File: config.mk
export PLATFORM = sky130hd
export DESIGN_NAME = remote_serial_port
export DESIGN_NICKNAME = d
export VERILOG_FILES = /design/src/verilog/serial_port_pkg.sv /design/src/verilog/serial_byte_if.sv /design/src/verilog/remote_serial_port.sv /design/src/verilog/serial_tx.sv
export SDC_FILE = /design/constraint.sdc
export NUM_CORES = 1
export LEC_CHECK = 0
export BUFFER_PORTS_ARGS = -buffer_cell sky130_fd_sc_hd__clkbuf_2
export CAP_MARGIN = 40
export CORE_MARGIN = 4
export CORE_UTILIZATION = 40
export CTS_CLUSTER_SIZE = 25
export DETAILED_ROUTE_END_ITERATION = 16
export GPL_TIMING_DRIVEN = 0
export HOLD_SLACK_MARGIN = 0.02
export PLACE_DENSITY_LB_ADDON = 0.08
export SYNTH_ARGS = -nofsm -noshare
export SYNTH_HDL_FRONTEND = slang
export SYNTH_SLANG_ARGS = --single-unit
File: constraint.sdc
create_clock -name clk -period 3 [get_ports clk]
set_input_delay 0.6 -clock clk [delete_from_list [all_inputs] [get_ports clk]]
set_output_delay 0.6 -clock clk [all_outputs]
set_load 0.1 [all_outputs]
File: src/verilog/serial_port_pkg.sv
package serial_port_pkg;
  localparam int unsigned CLK_HZ = 40_000_000;
  localparam int unsigned BAUD_BPS = 9600;
  localparam int unsigned BIT_CYCLES = CLK_HZ / BAUD_BPS;
  localparam int unsigned DATA_BITS = 8;
  localparam logic [7:0] LINE_END = 8'h0a;
  localparam logic [1:0] MODE_NONE = 2'h0;
  localparam logic [1:0] MODE_SERIAL = 2'h1;
  localparam logic [1:0] MODE_PARALLEL = 2'h2;
endpackage

File: src/verilog/serial_byte_if.sv
`timescale 1ns/1ps
`default_nettype none
interface serial_byte_if;
  logic valid;
  logic ready;
  logic [7:0] data;
  modport src (output valid, output data, input ready);
  modport dst (input valid, input data, output ready);
endinterface
`default_nettype wire

File: src/verilog/remote_serial_port.sv
`timescale 1ns/1ps
`default_nettype none
module remote_serial_port #(
  parameter int unsigned BIT_CYC = serial_port_pkg::BIT_CYCLES
) (
  // clock and reset
  input wire logic clk,
  input wire logic rst,
  // remote mode selection
  input wire logic [1:0] bus_mode,
  // serial pins, no modem controls
  input wire logic rxd,
  output logic txd,
  // received bytes to the command parser
  output logic rx_valid,
  output logic [7:0] rx_data,
  output logic rx_eol,
  output logic frame_err,
  // response bytes from the command parser
  input wire logic tx_valid,
  input wire logic [7:0] tx_data,
  output logic tx_ready
);
  import serial_port_pkg::*;
  typedef enum logic [3:0] {R_IDLE = 4'b0001, R_START = 4'b0010, R_DATA = 4'b0100, R_STOP = 4'b1000} rx_state_t;
  typedef struct packed {
    rx_state_t st;
    logic [12:0] cnt;
    logic [2:0] bitn;
    logic [7:0] sh;
    logic rxs1;
    logic rxs2;
    logic valid;
    logic [7:0] data;
    logic eol;
    logic ferr;
    logic txd;
    logic txrdy;
  } rx_t;
  rx_t s_reg, s_next;
  logic active;
  logic tx_line;
  serial_byte_if tx_bus ();
  // the half-bit start check needs four cycles a bit; the cycle counters are 13 bits wide
  if (BIT_CYC < 4 || BIT_CYC > 8191) begin
    $error("BIT_CYC out of range");
  end
  // only the serial selection lets the port act
  assign active = (bus_mode == MODE_SERIAL);
  assign tx_bus.valid = tx_valid & active & s_reg.txrdy;
  assign tx_bus.data = tx_data;
  serial_tx #(.BIT_CYC(BIT_CYC)) u_tx (
    .clk(clk),
    .rst(rst),
    .in(tx_bus),
    .txd(tx_line)
  );
  assign txd = s_reg.txd;
  assign tx_ready = s_reg.txrdy;
  assign rx_valid = s_reg.valid;
  assign rx_data = s_reg.data;
  assign rx_eol = s_reg.eol;
  assign frame_err = s_reg.ferr;
  // receiver: two-flop line then mid-bit sampling
  always_comb begin
    s_next = s_reg;
    s_next.rxs1 = rxd;
    s_next.rxs2 = s_reg.rxs1;
    s_next.valid = 1'b0;
    s_next.eol = 1'b0;
    s_next.ferr = 1'b0;
    s_next.txd = tx_line;
    // ready is registered so the top output comes from a flop; one idle gap per byte
    s_next.txrdy = tx_bus.ready & active & ~(tx_valid & s_reg.txrdy);
    s_next.cnt = s_reg.cnt + 13'h0001;
    case (s_reg.st)
      R_IDLE: begin
        s_next.cnt = 13'h0000;
        if (active && !s_reg.rxs2) begin
          s_next.st = R_START;
        end
      end
      R_START: begin
        if (s_reg.cnt == 13'(BIT_CYC / 2 - 1)) begin
          s_next.cnt = 13'h0000;
          s_next.bitn = 3'h0;
          // a glitch shorter than half a bit is not a start
          s_next.st = s_reg.rxs2 ? R_IDLE : R_DATA;
        end
      end
      R_DATA: begin
        if (s_reg.cnt == 13'(BIT_CYC - 1)) begin
          s_next.cnt = 13'h0000;
          s_next.sh = {s_reg.rxs2, s_reg.sh[7:1]};
          if (s_reg.bitn == 3'(DATA_BITS - 1)) begin
            s_next.st = R_STOP;
          end else begin
            s_next.bitn = s_reg.bitn + 3'h1;
          end
        end
      end
      R_STOP: begin
        if (s_reg.cnt == 13'(BIT_CYC - 1)) begin
          s_next.st = R_IDLE;
          // a frame that ends after deselection is dropped silently, error included
          if (!active) begin
            s_next.valid = 1'b0;
          end else if (!s_reg.rxs2) begin
            s_next.ferr = 1'b1;
          end else begin
            s_next.valid = 1'b1;
            s_next.data = s_reg.sh;
            s_next.eol = (s_reg.sh == LINE_END);
          end
        end
      end
      default: s_next.st = R_IDLE;
    endcase
  end
  // command set coverage lives in the parser fed by rx_valid/rx_eol
  always_ff @(posedge clk or posedge rst) begin
    if (rst) begin
      s_reg <= '{st: R_IDLE, cnt: 13'h0000, bitn: 3'h0, sh: 8'h00, rxs1: 1'b1, rxs2: 1'b1,
                 valid: 1'b0, data: 8'h00, eol: 1'b0, ferr: 1'b0, txd: 1'b1, txrdy: 1'b0};
    end else begin
      s_reg <= s_next;
    end
  end
endmodule
`default_nettype wire

File: src/verilog/serial_tx.sv
`timescale 1ns/1ps
`default_nettype none
module serial_tx #(
  parameter int unsigned BIT_CYC = 4166
) (
  input wire logic clk,
  input wire logic rst,
  serial_byte_if.dst in,
  output logic txd
);
  import serial_port_pkg::*;
  typedef enum logic [1:0] {T_IDLE = 2'b01, T_SHIFT = 2'b10} tx_state_t;
  typedef struct packed {
    tx_state_t st;
    logic [12:0] cnt;
    logic [3:0] bitn;
    logic [9:0] sh;
    logic line;
  } tx_t;
  tx_t s_reg, s_next;
  // the bit-time counter cnt is 13 bits wide
  if (BIT_CYC < 2 || BIT_CYC > 8191) begin
    $error("BIT_CYC out of range");
  end
  assign in.ready = (s_reg.st == T_IDLE);
  assign txd = s_reg.line;
  // shift out start, eight data lsb first, stop
  always_comb begin
    s_next = s_reg;
    case (s_reg.st)
      T_IDLE: begin
        s_next.line = 1'b1;
        if (in.valid) begin
          s_next.sh = {1'b1, in.data, 1'b0};
          s_next.cnt = 13'h0000;
          s_next.bitn = 4'h0;
          s_next.st = T_SHIFT;
        end
      end
      T_SHIFT: begin
        s_next.line = s_reg.sh[0];
        if (s_reg.cnt == 13'(BIT_CYC - 1)) begin
          s_next.cnt = 13'h0000;
          s_next.sh = {1'b1, s_reg.sh[9:1]};
          if (s_reg.bitn == 4'h9) begin
            s_next.st = T_IDLE;
            s_next.line = 1'b1;
          end else begin
            s_next.bitn = s_reg.bitn + 4'h1;
          end
        end else begin
          s_next.cnt = s_reg.cnt + 13'h0001;
        end
      end
      default: s_next.st = T_IDLE;
    endcase
  end
  always_ff @(posedge clk or posedge rst) begin
    if (rst) begin
      s_reg <= '{st: T_IDLE, cnt: 13'h0000, bitn: 4'h0, sh: 10'h3ff, line: 1'b1};
    end else begin
      s_reg <= s_next;
    end
  end
endmodule
`default_nettype wire
==> impl_metrics.py <==
metrics = {
    "detailed_routing": {
        "avgRoutedWirePerCell_um": 13.87,
        "ant_nets": 0,
        "avgViaCountPerCell": 5.221,
        "num_vias": 2532,
        "post-route-drc-count": 0,
        "drt_pass1_iterations": 4,
        "drt-total-wl_um": 6726,
        "drt_iter0_drc": 40,
    },
    "die": {
        "die-width_um": 103.3,
        "io_pins": 27,
        "fp.coreArea_um2": 8763,
        "core.rowCount": 34,
        "die_h_um": 103.3,
        "die-area_um2": 10680,
        "initial_core_util_pct": 41.49,
    },
    "clocking": {
        "cts_tree": "built",
        "path_clk_slew_ps": 80,
        "htree_levels": 3,
        "cts_resized": 0,
        "root_buffer": "clkbuf_8",
        "cts.sinks": 73,
        "clk_path_buf_depth": 2,
        "cts_buffers": 9,
        "clock_latency_ps": 330,
        "post-cts-setup-buffer-count": 0,
        "postCtsHoldBufs": 0,
    },
    "sta": {
        "fin_crit_sh_pct": 72.22,
        "setup_tns_ps": 0,
        "maxSlewViolCount": 0,
        "hold_viol_final": 0,
        "period_needed_ps": 2167,
        "relSlewSlack_pct": 45.44,
        "fmax_mhz": 461.5,
        "rsz0062_at_grt": "false",
        "fin_skew_ps": 11.98,
        "worstMarginPinSlew_ps": 807.0,
        "setup_violations": 0,
    },
    "worst_setup_path": {
        "crit_type": "reg2reg",
        "rr_startpoint": "u_tx.s_reg[15]",
        "rrSetupSlack_ps": 830,
        "timing.rr.end": "u_tx.s_reg[19]",
        "critPathLaunchType": "flip-flop",
        "r2r_cells": 7,
        "cp.required_ps": 3210,
        "arrival_ps": 2370,
        "path_max_fanout": 10,
        "crit_path_end_kind": "flip-flop",
    },
    "placed_design": {
        "gp_congestion": 0.7886,
        "portBuffers": 26,
        "dp_hpwl_um": 4730,
    },
    "grt": {
        "overflow": 0,
        "grtUsageTotal_pct": 14.22,
        "grt_max_degree": 49,
        "grt_pass1_vias": 2610,
        "grt_antenna_before_repair": 0,
        "grt_first_pass_wirelength_um": 12030,
    },
    "logic_synthesis": {
        "synth_ff_type": "dfrtp_1",
        "synth_area_per_cell_um2": 10.92,
        "yosysSeqAreaShare_pct": 50.79,
        "synth_nets": 358,
        "synth_edf_count": 0,
        "synthArstFlopShare_pct": 100.0,
        "ys_types": 54,
        "synth_seq_cells": 73,
        "yosys_warnings": 0,
        "syn_inst": 333,
        "syn_area_um2": 3636,
    },
    "final_layout": {
        "num-fill-cells": 852,
        "nets": 397,
        "utilization_pct": 47.36,
        "insertedDiodeCount": 0,
        "drive_above_1_share_pct": 27.59,
        "area_delta_synth_final_pct": 14.14,
    },
    "pwr": {
        "cellPowerDensity_nw_per_um2": 518.2,
        "peakVddDrop_mv": 0.3507,
        "leakage_nw": 1.994,
    },
    "run_status": {
        "outcome": "complete, no violations",
    },
    "flow_run": {
        "drv_cap": 0,
    },
    "worst_hold_path": {
        "min_path_type": "in2async",
    },
}
## cells in the mapped netlist (all sizes together), types with 2 or more instances
cell / count / area share (%)
a211oi: 4 / 0.83
a21o: 4 / 0.83
a21oi: 18 / 2.6
a22o: 2 / 0.48
a22oi: 9 / 1.9
and2: 2 / 0.34
and3: 8 / 1.4
and4: 3 / 0.72
buf: 14 / 2.7
clkbuf: 2 / 0.24
dfrtp: 57 / 39
dfstp: 16 / 12
ha: 11 / 3.8
inv: 15 / 1.5
mux2: 18 / 5.6
mux2i: 2 / 0.55
nand2: 16 / 1.7
nand3: 13 / 1.8
nand3b: 2 / 0.41
nand4: 9 / 2.0
nand4b: 2 / 0.83
nor2: 45 / 4.9
nor2b: 2 / 0.34
nor3: 5 / 0.69
nor4: 2 / 0.76
nor4b: 5 / 1.5
nor4bb: 3 / 0.83
o211ai: 2 / 0.41
o21ai: 5 / 1.0
o22ai: 2 / 0.34
or4b: 3 / 0.83
xnor2: 7 / 1.7
xor2: 15 / 3.6
## where the power goes
group / total [W] / switching (W) / internal [W]
Clock: 0.000833 / 0.000341 / 0.000492
Combinational: 0.000248 / 0.000144 / 0.000104
Sequential: 0.00107 / 0.0000444 / 0.00103
Total: 0.00215 / 0.000530 / 0.00162
## placed cells by master, fill, tap and decap left out, types with 4 or more instances in the layout
cell type / netlist / layout
ha_1: 11 / 11
buf_4: 9 / 9
buf_2: 4 / 5
xnor2_1: 7 / 7
clkbuf_8: 0 / 10
and3_1: 8 / 8
o21ai_0: 4 / 4
nor3_1: 5 / 5
nand4_1: 8 / 8
nand3_1: 13 / 13
inv_1: 15 / 14
dfstp_2: 16 / 16
a21o_1: 4 / 4
a211oi_1: 4 / 4
nor2_1: 43 / 43
clkbuf_1: 1 / 4
mux2_2: 18 / 18
a22oi_1: 9 / 9
clkbuf_2: 1 / 27
xor2_1: 15 / 15
dfrtp_1: 57 / 57
nand2_1: 16 / 16
a21oi_1: 17 / 17
## worst max-delay path by stage
stage                              start              to  slack (ps)
after floorplan                      rst       frame_err         570
after global placement               rst       s_reg[31]        -420
after detailed placement     bus_mode[1]  u_tx.s_reg[19]         740
after CTS                 u_tx.s_reg[15]  u_tx.s_reg[19]         820
after global routing      u_tx.s_reg[15]  u_tx.s_reg[20]         570
final                     u_tx.s_reg[15]  u_tx.s_reg[19]         830
## metal layers
| layer | part of all wire [%] | up-vias | global-route usage [%] |
|---|---|---|---|
| met4 | 1.1 | 0 | 3.785 |
| met1 | 47 | 1257 | 17.80 |
| li1 | - | 1251 | - |
| met3 | 2.7 | 8 | 4.225 |
| met2 | 50 | 16 | 23.97 |
| met5 | 0 | - | 0 |
## metrics by stage
stage	instances	setup WS (ps)	total power, W	cell area (µm²)	hold slack [ps]
floorplan	333	573.2	0.001272	3636	345.2
global placement	467	-420.9	0.001335	3901	346.3
detailed placement	469	742.3	0.001339	3936	346.9
CTS	485	817.3	0.002191	4150	222.0
global route	485	567.9	0.002279	4150	226.1
finish	485	833.3	0.002151	4150	224.4
## cell type report
type	instances	area, µm²	area share, %
multi-input cells	229	1625	39.16
well taps	108	135.1	3.256
inverters	15	58.81	1.417
clock buffers	13	148.9	3.588
clock inverters	3	65.06	1.568
repair buffers	28	162.7	3.919
flip-flops and latches	73	1847	44.50
plain buffers	16	107.6	2.593
## worst max-delay path, cell delays in order (launching register included)
cell and delay, ps:
dfrtp_1 440, ha_1 170, nor4bb_1 350, nand3_1 270, a21oi_1 230, buf_2 250, buf_2 260, nor2_1 80
## cells by family after synthesis
logic type                 count (synthesis)  share of synthesized area [%]
AOI/OAI and AO/OA                         51                          9.429
xor gates and xnor gates                  22                          5.300
muxes                                     20                          6.125
and+or+nand+nor                          125                          20.06
buffers and inverters                     31                          4.507
DFF                                       73                          50.79
adders and majority gates                 11                          3.785
Power figures use the tool's default switching activity.
